## src/sap_regs.svh

```systemverilog
// Parameter numbers, field limits, reset values and timing counts of the axis parameter bank.
// Assumes inclusion by bare name from the package; the design modules use its macros without including it.
`ifndef SAP_REGS_SVH
`define SAP_REGS_SVH

// Parameter numbers as carried in the command frame.
`define SAP_P_STALL_THR 8'hae
`define SAP_P_SENSE_RANGE 8'hb3
`define SAP_P_CUR_ACTUAL 8'hb4
`define SAP_P_STALL_SPEED 8'hb5
`define SAP_P_ADAPT_SPEED 8'hb6
`define SAP_P_PWM_LIMIT 8'hba
`define SAP_P_PWM_GRAD 8'hbb
`define SAP_P_PWM_AMPL 8'hbc
`define SAP_P_PWM_SCALE 8'hbd
`define SAP_P_PWM_FREQ 8'hbf
`define SAP_P_PWM_AUTO 8'hc0
`define SAP_P_HOME_THR 8'hc1
`define SAP_P_HOME_SPEED 8'hc2
`define SAP_P_HOME_MIN 8'hc3
`define SAP_P_END_DIST 8'hc4
`define SAP_P_LOAD 8'hce
`define SAP_P_STALL_FLAG 8'hcf
`define SAP_P_FAULTS 8'hd0

// Field widths.
`define SAP_W_THR 7
`define SAP_W_SPEED 23
`define SAP_W_DIST 31
`define SAP_W_LOAD 10

// Largest speed, 7999774 steps per second.
`define SAP_SPEED_MAX 32'h007a111e
// Lowest signed threshold word for the reference search, -64, which is refused there.
`define SAP_HOME_THR_BAD 32'hffffffc0

// Reset values.
`define SAP_RST_SENSE 1'h1
`define SAP_RST_THR 7'h00
`define SAP_RST_SPEED 23'h000000
`define SAP_RST_GRAD 4'h0
`define SAP_RST_AMPL 8'h00
`define SAP_RST_FREQ 2'h0
`define SAP_RST_AUTO 1'h0

// Fault bit positions in the driver error byte.
`define SAP_F_STANDSTILL 7

// Stand-still window, 2^20 clock cycles.
`define SAP_STANDSTILL_CYC 21'h100000

`endif

```

## src/sap_pkg.sv

```systemverilog
// Types shared by the axis parameter bank: command and answer frames and the homing states.
// Assumes sap_regs.svh is on the include path.
package sap_pkg;
    `include "sap_regs.svh"

    // Operation carried by one command frame.
    typedef enum logic [1:0] {
        SAP_OP_READ = 2'b00,
        SAP_OP_WRITE = 2'b01,
        SAP_OP_HOME = 2'b10
    } sap_op_e;

    // Reference search progress.
    typedef enum logic {
        SAP_HOME_IDLE = 1'b0,
        SAP_HOME_BUSY = 1'b1
    } sap_home_e;

    // One decoded command frame from the module bus.
    typedef struct packed {
        sap_op_e op;
        logic [7:0] param;
        logic [31:0] value;
    } sap_cmd_s;

    // Answer to one command frame.
    typedef struct packed {
        logic ok;
        logic [31:0] value;
    } sap_rsp_s;
endpackage

```

## src/sap_sync.sv

```systemverilog
// Two-stage synchroniser for a group of level inputs from pins.
// Assumes the inputs change slowly compared with the clock.
`timescale 1ns/1ps
module sap_sync #(
    parameter int W = 1
) (
    input wire logic clk_i,
    input wire logic rst_n_i,
    input wire logic [W-1:0] d_i,
    output logic [W-1:0] q_o
);
    // First stage; read only by the second stage to keep metastability contained.
    logic [W-1:0] meta;

    // Both stages clear on reset and then follow the pins.
    always_ff @(posedge clk_i) begin
        if (!rst_n_i) begin
            meta <= '0;
            q_o <= '0;
        end else begin
            meta <= d_i;
            q_o <= meta;
        end
    end
endmodule

```

## src/sap_above.sv

```systemverilog
// Unsigned magnitude compare used for every speed threshold.
// Assumes both operands come from logic on the same clock.
`timescale 1ns/1ps
module sap_above #(
    parameter int W = 23
) (
    input wire logic [W-1:0] a_i,
    input wire logic [W-1:0] b_i,
    output logic above_o
);
    // High when a is strictly greater than b; equality counts as not above.
    assign above_o = (a_i > b_i);
endmodule

```

## src/sap_axis_bank.sv

```systemverilog
// Axis parameter bank of a single-axis stepper module: stall, adaptive current,
// quiet PWM and reference search settings, with their status readouts.
// Assumes command frames arrive decoded, one per cycle at most, on the module clock;
// fault levels arrive on pins, load and speed come from driver logic on this clock.
`timescale 1ns/1ps
module sap_axis_bank
    import sap_pkg::*;
#(
    parameter logic [20:0] STANDSTILL_CYCLES = `SAP_STANDSTILL_CYC
) (
    input wire logic clk_i,
    input wire logic rst_n_i,
    // Command frame port.
    input wire logic cmd_valid_i,
    input wire sap_cmd_s cmd_i,
    output logic rsp_valid_o,
    output sap_rsp_s rsp_o,
    // Driver side status from logic on this clock.
    input wire logic [22:0] actual_speed_i,
    input wire logic [9:0] load_i,
    input wire logic [4:0] current_scale_i,
    input wire logic [7:0] pwm_scale_i,
    input wire logic step_pulse_i,
    // Driver fault levels from pins, bits 0 to 6 of the error byte.
    input wire logic [6:0] fault_pins_i,
    // Reference search motion logic.
    input wire logic homing_done_i,
    input wire logic [30:0] homing_distance_i,
    // Settings and controls towards the driver.
    output logic sense_range_o,
    output logic [6:0] active_stall_threshold_o,
    output logic stop_motor_o,
    output logic adaptive_current_en_o,
    output logic quiet_pwm_en_o,
    output logic [3:0] pwm_gradient_o,
    output logic [7:0] pwm_amplitude_o,
    output logic [1:0] pwm_freq_o,
    output logic pwm_autoscale_o,
    output logic homing_start_o,
    output logic homing_busy_o,
    output logic [22:0] homing_speed_o
);
    // Stored writable parameters.
    logic [6:0] stall_threshold;
    logic sense_range_select;
    logic [22:0] stall_stop_speed;
    logic [22:0] adaptive_current_speed;
    logic [22:0] quiet_pwm_speed_limit;
    logic [3:0] quiet_pwm_gradient;
    logic [7:0] quiet_pwm_amplitude;
    logic [1:0] quiet_pwm_freq_select;
    logic quiet_pwm_autoscale;
    logic [6:0] homing_stall_threshold;
    logic [22:0] homing_speed;
    logic [22:0] homing_stall_min_speed;
    // Read-only state captured by the bank.
    logic [30:0] end_stop_distance;
    logic stall_stop_flag;
    logic [7:0] driver_fault_flags;
    // Homing state.
    sap_home_e home_state;
    // Stand-still cycle counter, saturates at the window length.
    logic [20:0] idle_cycles;
    // Synchronised fault pins.
    logic [6:0] fault_sync;
    // Speed compare results.
    logic above_stop;
    logic above_adapt;
    logic above_pwm;
    logic below_pwm;
    logic above_home_min;
    // Decoded command.
    logic wr;
    logic rd;
    logic [31:0] v;
    logic in_thr;
    logic in_speed;
    logic stall_cond;
    logic wr_ok;
    logic [31:0] next_rsp_value;
    logic next_rsp_ok;

    // Command decode shared by every parameter process.
    assign wr = cmd_valid_i && (cmd_i.op == SAP_OP_WRITE);
    assign rd = cmd_valid_i && (cmd_i.op == SAP_OP_READ);
    assign v = cmd_i.value;
    // A signed seven bit value has all upper bits equal to its sign.
    assign in_thr = (v[31:6] == 26'h0000000) || (v[31:6] == 26'h3ffffff);
    assign in_speed = (v <= `SAP_SPEED_MAX);

    // Fault pins cross into the clock domain before anything looks at them.
    sap_sync #(.W(7)) u_fault_sync (
        .clk_i(clk_i),
        .rst_n_i(rst_n_i),
        .d_i(fault_pins_i),
        .q_o(fault_sync)
    );

    // Stall stop speed compare.
    sap_above #(.W(`SAP_W_SPEED)) u_cmp_stop (
        .a_i(actual_speed_i),
        .b_i(stall_stop_speed),
        .above_o(above_stop)
    );

    // Adaptive current speed compare.
    sap_above #(.W(`SAP_W_SPEED)) u_cmp_adapt (
        .a_i(actual_speed_i),
        .b_i(adaptive_current_speed),
        .above_o(above_adapt)
    );

    // Quiet PWM limit, above side.
    sap_above #(.W(`SAP_W_SPEED)) u_cmp_pwm_hi (
        .a_i(actual_speed_i),
        .b_i(quiet_pwm_speed_limit),
        .above_o(above_pwm)
    );

    // Quiet PWM limit, below side; equality leaves the mode as it was.
    sap_above #(.W(`SAP_W_SPEED)) u_cmp_pwm_lo (
        .a_i(quiet_pwm_speed_limit),
        .b_i(actual_speed_i),
        .above_o(below_pwm)
    );

    // Reference search minimum speed compare.
    sap_above #(.W(`SAP_W_SPEED)) u_cmp_home (
        .a_i(actual_speed_i),
        .b_i(homing_stall_min_speed),
        .above_o(above_home_min)
    );

    // Range check per parameter; read-only and unknown numbers never pass.
    always_comb begin
        wr_ok = 1'b0;
        case (cmd_i.param)
            `SAP_P_STALL_THR: wr_ok = in_thr;
            `SAP_P_SENSE_RANGE: wr_ok = (v[31:1] == 31'h00000000);
            `SAP_P_STALL_SPEED: wr_ok = in_speed;
            `SAP_P_ADAPT_SPEED: wr_ok = in_speed;
            `SAP_P_PWM_LIMIT: wr_ok = in_speed;
            `SAP_P_PWM_GRAD: wr_ok = (v[31:4] == 28'h0000000);
            `SAP_P_PWM_AMPL: wr_ok = (v[31:8] == 24'h000000);
            `SAP_P_PWM_FREQ: wr_ok = (v[31:2] == 30'h00000000);
            `SAP_P_PWM_AUTO: wr_ok = (v[31:1] == 31'h00000000);
            // Minus 64 is legal for the run threshold but not for homing.
            `SAP_P_HOME_THR: wr_ok = in_thr && (v != `SAP_HOME_THR_BAD);
            `SAP_P_HOME_SPEED: wr_ok = in_speed;
            `SAP_P_HOME_MIN: wr_ok = in_speed;
            default: wr_ok = 1'b0;
        endcase
    end

    // Stall thresholds and sense range.
    always_ff @(posedge clk_i) begin
        if (!rst_n_i) begin
            stall_threshold <= `SAP_RST_THR;
            sense_range_select <= `SAP_RST_SENSE;
            homing_stall_threshold <= `SAP_RST_THR;
        end else if (wr && wr_ok) begin
            case (cmd_i.param)
                `SAP_P_STALL_THR: stall_threshold <= v[6:0];
                `SAP_P_SENSE_RANGE: sense_range_select <= v[0];
                `SAP_P_HOME_THR: homing_stall_threshold <= v[6:0];
                default: begin
                    // Other parameters are held elsewhere.
                end
            endcase
        end
    end

    // Speed thresholds.
    always_ff @(posedge clk_i) begin
        if (!rst_n_i) begin
            stall_stop_speed <= `SAP_RST_SPEED;
            adaptive_current_speed <= `SAP_RST_SPEED;
            quiet_pwm_speed_limit <= `SAP_RST_SPEED;
            homing_speed <= `SAP_RST_SPEED;
            homing_stall_min_speed <= `SAP_RST_SPEED;
        end else if (wr && wr_ok) begin
            case (cmd_i.param)
                `SAP_P_STALL_SPEED: stall_stop_speed <= v[22:0];
                `SAP_P_ADAPT_SPEED: adaptive_current_speed <= v[22:0];
                `SAP_P_PWM_LIMIT: quiet_pwm_speed_limit <= v[22:0];
                `SAP_P_HOME_SPEED: homing_speed <= v[22:0];
                `SAP_P_HOME_MIN: homing_stall_min_speed <= v[22:0];
                default: begin
                    // Other parameters are held elsewhere.
                end
            endcase
        end
    end

    // Quiet PWM settings.
    always_ff @(posedge clk_i) begin
        if (!rst_n_i) begin
            quiet_pwm_gradient <= `SAP_RST_GRAD;
            quiet_pwm_amplitude <= `SAP_RST_AMPL;
            quiet_pwm_freq_select <= `SAP_RST_FREQ;
            quiet_pwm_autoscale <= `SAP_RST_AUTO;
        end else if (wr && wr_ok) begin
            case (cmd_i.param)
                `SAP_P_PWM_GRAD: quiet_pwm_gradient <= v[3:0];
                `SAP_P_PWM_AMPL: quiet_pwm_amplitude <= v[7:0];
                `SAP_P_PWM_FREQ: quiet_pwm_freq_select <= v[1:0];
                `SAP_P_PWM_AUTO: quiet_pwm_autoscale <= v[0];
                default: begin
                    // Other parameters are held elsewhere.
                end
            endcase
        end
    end

    // Reference search sequencing; the motion itself runs outside and reports done.
    // A second start while busy is ignored so the distance is never half measured.
    always_ff @(posedge clk_i) begin
        if (!rst_n_i) begin
            home_state <= SAP_HOME_IDLE;
            homing_start_o <= 1'b0;
            end_stop_distance <= 31'h00000000;
        end else begin
            homing_start_o <= 1'b0;
            case (home_state)
                SAP_HOME_IDLE: begin
                    if (cmd_valid_i && (cmd_i.op == SAP_OP_HOME)) begin
                        home_state <= SAP_HOME_BUSY;
                        homing_start_o <= 1'b1;
                    end
                end
                SAP_HOME_BUSY: begin
                    if (homing_done_i) begin
                        home_state <= SAP_HOME_IDLE;
                        end_stop_distance <= homing_distance_i;
                    end
                end
                default: home_state <= SAP_HOME_IDLE;
            endcase
        end
    end

    // Stall stop: zero load counts only above the speed that applies now.
    assign stall_cond = (load_i == 10'h000) &&
        ((home_state == SAP_HOME_BUSY) ? above_home_min : above_stop);

    // Stop request and active threshold to the driver.
    always_ff @(posedge clk_i) begin
        if (!rst_n_i) begin
            stop_motor_o <= 1'b0;
            active_stall_threshold_o <= `SAP_RST_THR;
        end else begin
            stop_motor_o <= stall_cond;
            active_stall_threshold_o <= (home_state == SAP_HOME_BUSY) ?
                homing_stall_threshold : stall_threshold;
        end
    end

    // Stall stop flag; a new stop in the reading cycle survives the clear.
    always_ff @(posedge clk_i) begin
        if (!rst_n_i) begin
            stall_stop_flag <= 1'b0;
        end else if (stall_cond) begin
            stall_stop_flag <= 1'b1;
        end else if (rd && (cmd_i.param == `SAP_P_STALL_FLAG)) begin
            stall_stop_flag <= 1'b0;
        end
    end

    // Stand-still counter: restarts on each step and saturates at the window.
    always_ff @(posedge clk_i) begin
        if (!rst_n_i) begin
            idle_cycles <= 21'h000000;
        end else if (step_pulse_i) begin
            idle_cycles <= 21'h000000;
        end else if (idle_cycles < STANDSTILL_CYCLES) begin
            idle_cycles <= idle_cycles + 21'h000001;
        end
    end

    // Error byte: pin levels in bits 0 to 6, stand-still in bit 7.
    always_ff @(posedge clk_i) begin
        if (!rst_n_i) begin
            driver_fault_flags <= 8'h00;
        end else begin
            driver_fault_flags[4:0] <= fault_sync[4:0];
            driver_fault_flags[6:5] <= fault_sync[6:5];
            driver_fault_flags[`SAP_F_STANDSTILL] <=
                (idle_cycles >= STANDSTILL_CYCLES) && !step_pulse_i;
        end
    end

    // Mode enables towards the driver.
    always_ff @(posedge clk_i) begin
        if (!rst_n_i) begin
            adaptive_current_en_o <= 1'b0;
            quiet_pwm_en_o <= 1'b0;
        end else begin
            adaptive_current_en_o <= above_adapt;
            if (quiet_pwm_gradient == 4'h0) begin
                quiet_pwm_en_o <= 1'b0;
            end else if (above_pwm) begin
                quiet_pwm_en_o <= 1'b0;
            end else if (below_pwm) begin
                quiet_pwm_en_o <= 1'b1;
            end
        end
    end

    // Plain copies of the settings, registered so every output is a flop.
    // The driver uses the amplitude only while autoscale is off.
    always_ff @(posedge clk_i) begin
        if (!rst_n_i) begin
            sense_range_o <= `SAP_RST_SENSE;
            pwm_gradient_o <= `SAP_RST_GRAD;
            pwm_amplitude_o <= `SAP_RST_AMPL;
            pwm_freq_o <= `SAP_RST_FREQ;
            pwm_autoscale_o <= `SAP_RST_AUTO;
            homing_busy_o <= 1'b0;
            homing_speed_o <= `SAP_RST_SPEED;
        end else begin
            sense_range_o <= sense_range_select;
            pwm_gradient_o <= quiet_pwm_gradient;
            pwm_amplitude_o <= quiet_pwm_amplitude;
            pwm_freq_o <= quiet_pwm_freq_select;
            pwm_autoscale_o <= quiet_pwm_autoscale;
            homing_busy_o <= (home_state == SAP_HOME_BUSY);
            homing_speed_o <= homing_speed;
        end
    end

    // Answer value and status for the frame now on the port.
    always_comb begin
        next_rsp_value = 32'h00000000;
        next_rsp_ok = 1'b1;
        if (wr) begin
            next_rsp_ok = wr_ok;
            next_rsp_value = v;
        end else if (cmd_i.op == SAP_OP_HOME) begin
            next_rsp_ok = (home_state == SAP_HOME_IDLE);
        end else if (cmd_i.op != SAP_OP_READ) begin
            next_rsp_ok = 1'b0;
        end else begin
            case (cmd_i.param)
                `SAP_P_STALL_THR: next_rsp_value = {{25{stall_threshold[6]}}, stall_threshold};
                `SAP_P_SENSE_RANGE: next_rsp_value = {31'h00000000, sense_range_select};
                `SAP_P_CUR_ACTUAL: next_rsp_value = {27'h0000000, current_scale_i};
                `SAP_P_STALL_SPEED: next_rsp_value = {9'h000, stall_stop_speed};
                `SAP_P_ADAPT_SPEED: next_rsp_value = {9'h000, adaptive_current_speed};
                `SAP_P_PWM_LIMIT: next_rsp_value = {9'h000, quiet_pwm_speed_limit};
                `SAP_P_PWM_GRAD: next_rsp_value = {28'h0000000, quiet_pwm_gradient};
                `SAP_P_PWM_AMPL: next_rsp_value = {24'h000000, quiet_pwm_amplitude};
                `SAP_P_PWM_SCALE: next_rsp_value = {24'h000000, pwm_scale_i};
                `SAP_P_PWM_FREQ: next_rsp_value = {30'h00000000, quiet_pwm_freq_select};
                `SAP_P_PWM_AUTO: next_rsp_value = {31'h00000000, quiet_pwm_autoscale};
                `SAP_P_HOME_THR: next_rsp_value =
                    {{25{homing_stall_threshold[6]}}, homing_stall_threshold};
                `SAP_P_HOME_SPEED: next_rsp_value = {9'h000, homing_speed};
                `SAP_P_HOME_MIN: next_rsp_value = {9'h000, homing_stall_min_speed};
                `SAP_P_END_DIST: next_rsp_value = {1'b0, end_stop_distance};
                `SAP_P_LOAD: next_rsp_value = {22'h000000, load_i};
                `SAP_P_STALL_FLAG: next_rsp_value = {31'h00000000, stall_stop_flag};
                `SAP_P_FAULTS: next_rsp_value = {24'h000000, driver_fault_flags};
                default: next_rsp_ok = 1'b0;
            endcase
        end
    end

    // Answer register: one answer per frame, one cycle after it.
    always_ff @(posedge clk_i) begin
        if (!rst_n_i) begin
            rsp_valid_o <= 1'b0;
            rsp_o <= '0;
        end else begin
            rsp_valid_o <= cmd_valid_i;
            if (cmd_valid_i) begin
                rsp_o.ok <= next_rsp_ok;
                rsp_o.value <= next_rsp_value;
            end
        end
    end
endmodule

```

## config.mk

```make
export PLATFORM = sky130hd
export DESIGN_NAME = sap_axis_bank
export DESIGN_NICKNAME = d
export VERILOG_FILES = /design/src/sap_pkg.sv /design/src/sap_sync.sv /design/src/sap_above.sv /design/src/sap_axis_bank.sv
export VERILOG_INCLUDE_DIRS = /design/src
export SDC_FILE = /design/constraint.sdc
export NUM_CORES = 1
export LEC_CHECK = 0
export ABC_AREA = 1
export BUFFER_PORTS_ARGS = -buffer_cell sky130_fd_sc_hd__buf_2
export CORE_MARGIN = 2
export CORE_UTILIZATION = 42
export CTS_CLUSTER_SIZE = 20
export DETAILED_ROUTE_END_ITERATION = 16
export PLACE_DENSITY = 0.73
export SKIP_CTS_REPAIR_TIMING = 1
export SLEW_MARGIN = 20
export SYNTH_ARGS = -nofsm -noshare
export SYNTH_HDL_FRONTEND = slang
export SYNTH_SLANG_ARGS = --single-unit
export TNS_END_PERCENT = 50
```

## constraint.sdc

```tcl
create_clock -name clk_i -period 2.7 [get_ports clk_i]
set_clock_uncertainty 0.05 [all_clocks]
set_input_delay 0.405 -clock clk_i [delete_from_list [all_inputs] [get_ports clk_i]]
set_output_delay 0.405 -clock clk_i [all_outputs]
set_load 0.005 [all_outputs]
```

# After elaboration in Yosys (flattened, before gate mapping)
# Index checks and enable logic that the tools add are counted.
dict set report word_totals {
  elab_cells 122
  regBits 306
  input_bits 131
  out_inout_bits 85
}
dict set report op_classes {
  bitwise 2
  n_eq_ne 22
  reduce_logical 39
  add_sub_neg 1
  n_mux 16
  n_lt_le_gt_ge 8
}
# cell n
set ops {}
lappend ops {{32-bit case mux with 18 select lines} 1}
lappend ops {{8-bit equality test, second input constant} 18}
lappend ops {{23-bit > comparator} 5}
lappend ops {{32-bit 2-to-1 mux} 3}
lappend ops {{32-bit by 23-bit <= comparator with 1-bit output, second input constant} 1}
lappend ops {{32-bit != test, second input constant} 1}
lappend ops {{31-bit zero test} 1}
lappend ops {{30-bit zero test} 1}
lappend ops {{28-bit zero test} 1}
lappend ops {{26-bit equality test, second input constant} 1}
lappend ops {{26-bit zero test} 1}
lappend ops {{2-bit AND reduction} 13}
lappend ops {{24-bit zero test} 1}
lappend ops {{21-bit by 1-bit adder with 21-bit output, second input constant} 1}
lappend ops {{21-bit greater-or-equal comparator, second input constant} 1}
lappend ops {{21-bit < comparator, second input constant} 1}
lappend ops {{18-bit OR reduction} 1}
lappend ops {{10-bit zero test} 1}
lappend ops {{1-bit 2-to-1 mux} 9}
lappend ops {{1-bit logical AND} 8}
lappend ops {{7-bit 2-to-1 mux} 1}
lappend ops {{1-bit case mux with 7 select lines} 1}
lappend ops {{2-bit OR reduction} 3}
lappend ops {{5-bit OR reduction} 1}
lappend ops {{other kinds (10)} 12}

# Depth between registers and ports, before layout
dict set report logic_depth {
  depth_word 6
  ltp_mapped 17
  mapped_depth_nobuf 14
}

# By module
# A second synthesis with hierarchy kept.
dict set report hier_totals {
  hier_cells 2894
  area_unflattened_um2 18237.5
}
# mod seq_area_each_um2 instances area_each_um2 cells_per_inst
set by_module_without_submodules {}
lappend by_module_without_submodules {sap_axis_bank 5845.6 1 14468.9 2271}
lappend by_module_without_submodules {sap_above 0.0 5 674.4 116}
lappend by_module_without_submodules {sap_sync 280.3 1 396.6 43}

# Worst setup path before layout
# OpenSTA, ideal clock, no wires.
dict set report synth_timing {
  path_type {input -> register}
  from {input cmd_i[10] (netlist bit)}
  to {register stall_stop_speed[0]}
  setup_time_ns 0.113
  required_ns 2.537
  stages 15
  path_buffers 3
  arrival_time_ns 1.925
  path_slack_ns 0.612
  cell_sequence {buf_2 > nor2_1 > nand2_1 > nor2_1 > nand2_1 > nor2_1 > nor2_1 > nor2_1 > nor2_1 > nand2_4 > buf_6 > nand3_4 > buf_2 > nor2_1 > nor2_1}
}
dict set report synth_between {
  elab_chain_len 6
  word_cells_on_any_way 13
  cone_classes {1 x order compare; 2 x eq/ne; 1 x mux; 9 x reduce/logical}
}
# element line
set synth_lines {}
lappend synth_lines {{start, declared} sap_axis_bank.sv:15} ;# input wire sap_cmd_s cmd_i,
lappend synth_lines {{parallel branches: the longest is 3 deep, another holds 32-bit by 23-bit <= comparator with 1-bit output} n/a}
lappend synth_lines {{1-bit case mux with 7 select lines (*)} sap_axis_bank.sv:137} ;# case (cmd_i.param)
lappend synth_lines {{1-bit logical AND (*)} sap_axis_bank.sv:181} ;# end else if (wr && wr_ok) begin
lappend synth_lines {{2-bit AND reduction (no line) (*)} n/a}
lappend synth_lines {{end signal, assigned} sap_axis_bank.sv:176} ;# stall_stop_speed <= `SAP_RST_SPEED;
lappend synth_lines {{end signal, assigned} sap_axis_bank.sv:183} ;# `SAP_P_STALL_SPEED: stall_stop_speed <= v[22:0];
lappend synth_lines {{end, declared} sap_axis_bank.sv:46} ;# logic [22:0] stall_stop_speed;
# Every way passes the cells marked *.
# A chain may end at the register's enable or synchronous reset.

# Worst setup path after layout
dict set report layout_timing {
  from {register idle_cycles[0]}
  to {register idle_cycles[18]}
}
dict set report layout_between {
  elab_chain_len 1
  word_cells_on_any_way 2
  cone_classes {1 x add/sub; 1 x order compare}
}
# element line
set layout_lines {}
lappend layout_lines {{start, declared} sap_axis_bank.sv:63} ;# logic [20:0] idle_cycles;
lappend layout_lines {{start signal, assigned} sap_axis_bank.sv:276} ;# idle_cycles <= idle_cycles + 21'h000001;
lappend layout_lines {{21-bit by 1-bit adder with 21-bit output or 21-bit < comparator (tied branches)} {sap_axis_bank.sv:276, sap_axis_bank.sv:275}}
# Several ways; a longest one is shown, not always the timed one.

==> results.md <==
* Pleak at 9.63 nW
* Input/output buffers at around 220
* Top FF cell, synth: dfxtp_1
* Worst Path Arrival at 2.41 ns
* Cell Pwr Density at roughly 560 mW/mm^2
* Worst hold path type: in -> reg
* Syn_nets at 2,610
* Non-filler cells, final at approximately 3,100
* Routed Antenna Nets at 0
* Vias at ~16,000
* Chip width at 198 microns
* Post-synthesis sequential area ratio at 0.389
* Layout cells sized above 1 at 0.137
* CTS root buffer: clkbuf_16
* Final Critical Period at 2.05 ns
* Die area at roughly 0.039 sq mm
* Final #Nets at 2,809
* Top Ports at around 220
* Routability cong. at 0.971
* Post-Synth Adder-Cell Area at 0.0738
* CTS Buffer Depth at 3
* Number of synthesized flops with an enable pin at 0
* Worst EP required at 3.06 ns
* Syn avg cell area at ~6.6 sq um
* Yosys warning count at 0
* Slew HR at 0.523
* Max Fclk at a little under 0.5 GHz
* Reg clk slew, reported paths at 0.06 ns
* Pins Over Slew Limit at 0
* CP Capture Type: flop
* DP Wirelength at 41.3 mm
* Initial drt markers at 1,614
* Max IR drop VDD at 0.303 mV
* RSZ-0062 raised after global routing: no
* TritonCTS clock tree: yes
* Crit share post-route at 0.760
* Final wirelength at 55.8 mm
* Max-cap violation count at 0
* Register bit total from synthesis at 306
* Syn Inst Count at about 2,400
* Synth cell count leaders: 585 x nand2_1, 457 x nor2_1, 320 x inv_1
* RR Endpoint: idle_cycles[18]$_SDFFE_PP0N_
* Top cell type's share of synthesized area at 0.389
* Reg-to-Reg Start: idle_cycles[0]$_SDFFE_PP0N_
* Synth Area in Compound Gates at 0.129
* Crit path from: idle_cycles[0]$_SDFFE_PP0N_
* Outcome: finished, violations left
* Overall routing resource usage at 0.282
* Async S/R FF share, synth at 0
* Fin. Hold Viols at 4
* P&R area growth vs syn at 19.2%
* Worst setup path end: idle_cycles[18]$_SDFFE_PP0N_
* Placed Instances at 3,015
* Die Ht at between 150 and 200 microns
* Cell with the most instances after synthesis: nand2_1
* Crit Path Max Fanout at 4
* CTS Buf Count at 35
* Total chip power at 10.5 mW
* Ranking of synthesized cells by area: dfxtp_1 39%, nand2_1 14%, nor2_1 11%
* Number of global-route vias before repair at 15,100
* Synth cell types at 45
* Multiplexer area fraction after synthesis at 0
* Starting Density at 0.429
* Antenna violations before repair at 6
* Startpoint Class: flop
* Xor and xnor area share after synthesis at 0.00111
* Core Rows at 70
* Worst skew pair latency at approximately 0.55 ns
* Hold WS at -0.0149 ns
* First-pass GRT wire length at 84.4 mm
* GRT overflow at 0
* Largest net degree at the start of global routing at 97
* DRC errors left at 0
* Fillcell total at about 3,600
* CTS sink cnt at 306
* Synth area leader: dfxtp_1
* WS Path Type: reg -> reg
* Flop2flop setup slack at 0.65 ns
* Synth Cell Area at 0.0158 sq mm
* Pre-Repair DR Iteration Count at 8
* Core area at 0.0368 sq mm
* Worst reg-to-reg path cell count at 12
* Post-Synth Simple-Gate Area at 0.299
* Final setup viols at 0
* Main combinational cell family by area after synthesis: simple AND/OR/NAND/NOR gates
* Vias per cell at 5.28
* H-tree level count at 2
* Worst slew pin tran at around 0.7 ns
* Setup TNS Final at 0 ns
* Failing checks: negative hold slack
* WL/cell at roughly 18 microns
worst max-delay path, stage by stage (launching register included):
cell and delay [ns]:
dfxtp_1 0.37, ha_1 0.20, nand3_1 0.09, nor2_1 0.20, nand2_1 0.09, nor3_1 0.13, nand4_1 0.16, nor2_1 0.21
nand2_1 0.13, nor2_1 0.10, nand2_1 0.08, nand2_1 0.07, nor2_1 0.04
cell families after synthesis:
| logic type | Yosys count |
|---|---|
| AND/OR/NAND/NOR | 1175 |
| XOR/XNOR | 2 |
| adder cells (fa/ha/maj) | 93 |
| buffers and inverters | 437 |
| AO/OA/AOI/OAI | 373 |
| flip-flops | 306 |
worst min path at each step:
stage | from | end | slack, ns | cells after the start
6_report | fault_pins_i[6] | u_fault_sync.meta[6]$_SDFF_PN0_ | -0.01 | 3
4_1_cts | fault_pins_i[6] | u_fault_sync.meta[6]$_SDFF_PN0_ | -0.03 | 3
5_1_grt | fault_pins_i[0] | u_fault_sync.meta[0]$_SDFF_PN0_ | 0.002 | 3
3_3_place_gp | u_fault_sync.meta[1]$_SDFF_PN0_ | u_fault_sync.q_o[1]$_SDFF_PN0_ | 0.35 | 2
2_1_floorplan | u_fault_sync.q_o[0]$_SDFF_PN0_ | driver_fault_flags[0]$_SDFF_PN0_ | 0.34 | 2
3_5_place_dp | u_fault_sync.meta[1]$_SDFF_PN0_ | u_fault_sync.q_o[1]$_SDFF_PN0_ | 0.35 | 2
state kept, by name, summed over array words and instances (netlist names), 2 cells and up:
register	cells
driver_fault_flags	8
stall_threshold	7
active_stall_threshold_o	7
homing_speed	23
idle_cycles	21
u_fault_sync.meta	7
homing_stall_threshold	7
pwm_amplitude_o	8
u_fault_sync.q_o	7
homing_speed_o	23
end_stop_distance	31
rsp_o	33
adaptive_current_speed	23
quiet_pwm_amplitude	8
homing_stall_min_speed	23
quiet_pwm_speed_limit	23
pwm_freq_o	2
quiet_pwm_gradient	4
quiet_pwm_freq_select	2
stall_stop_speed	23
pwm_gradient_o	4
layout by cell type (no fill, tap or decap), types with 2 or more instances in the layout:
| cell | n |
|---|---|
| nand3_2 | 8 |
| buf_4 | 48 |
| buf_12 | 10 |
| or2_2 | 3 |
| nand4_1 | 26 |
| o21a_1 | 3 |
| nor4_1 | 6 |
| clkinv_1 | 4 |
| dfxtp_1 | 306 |
| nor2_2 | 3 |
| o2111ai_1 | 2 |
| bufinv_16 | 5 |
| nand3_1 | 53 |
| o221ai_1 | 3 |
| o2bb2ai_1 | 4 |
| clkbuf_8 | 7 |
| nand2_2 | 3 |
| clkbuf_1 | 5 |
| o22ai_1 | 44 |
| nor2_1 | 456 |
| o221a_2 | 2 |
| a21oi_1 | 168 |
| nor3_2 | 2 |
| clkbuf_16 | 36 |
| o211ai_1 | 2 |
| o21ai_0 | 125 |
| inv_1 | 320 |
| clkinv_2 | 5 |
| diode_2 | 2 |
| nor3_1 | 21 |
| nor3b_1 | 4 |
| inv_6 | 2 |
| clkinv_4 | 2 |
| a211oi_1 | 10 |
| buf_2 | 214 |
| nand2_1 | 585 |
| xor2_1 | 2 |
| ha_1 | 93 |
| a221oi_1 | 3 |
final cells by class:
| type | instances | area, sq um | area share |
|---|---|---|---|
| clock buffers | 48 | 1020 | 0.0541 |
| repair buffers | 274 | 1650 | 0.0880 |
| multi-input cells | 1643 | 7940 | 0.423 |
| diodes | 2 | 5.00 | 0.000266 |
| flip-flops and latches | 306 | 6130 | 0.326 |
| clock inverters | 16 | 234 | 0.0125 |
| inverters | 325 | 1220 | 0.0649 |
| well taps | 468 | 586 | 0.0312 |
report_power, final:
group          internal [mW]  leakage, nW  total [mW]  switching (mW)
Combinational          0.257         6.54       0.779           0.523
Sequential              4.57         2.48        4.60          0.0301
Clock                   3.14        0.614        5.15            2.02
Total                   7.97         9.63        10.5            2.57
metrics by stage:
| step | setup WS [ns] | instance area (sq um) | utilization |
|---|---|---|---|
| after global placement | 0.202 | 17500 | 0.476 |
| after floorplan | 0.612 | 15800 | - |
| after detailed placement | 0.190 | 17500 | 0.476 |
| final | 0.648 | 18800 | 0.511 |
| after global routing | 0.389 | 18800 | 0.511 |
| after CTS | 0.649 | 18800 | 0.510 |
routing by layer:
layer / track usage / share of wire
met1: 0.362 / 0.41
met2: 0.453 / 0.44
met3: 0.0548 / 0.097
met4: 0.143 / 0.052
met5: 0 / 0.00088
(Power assumes the default switching activity.)
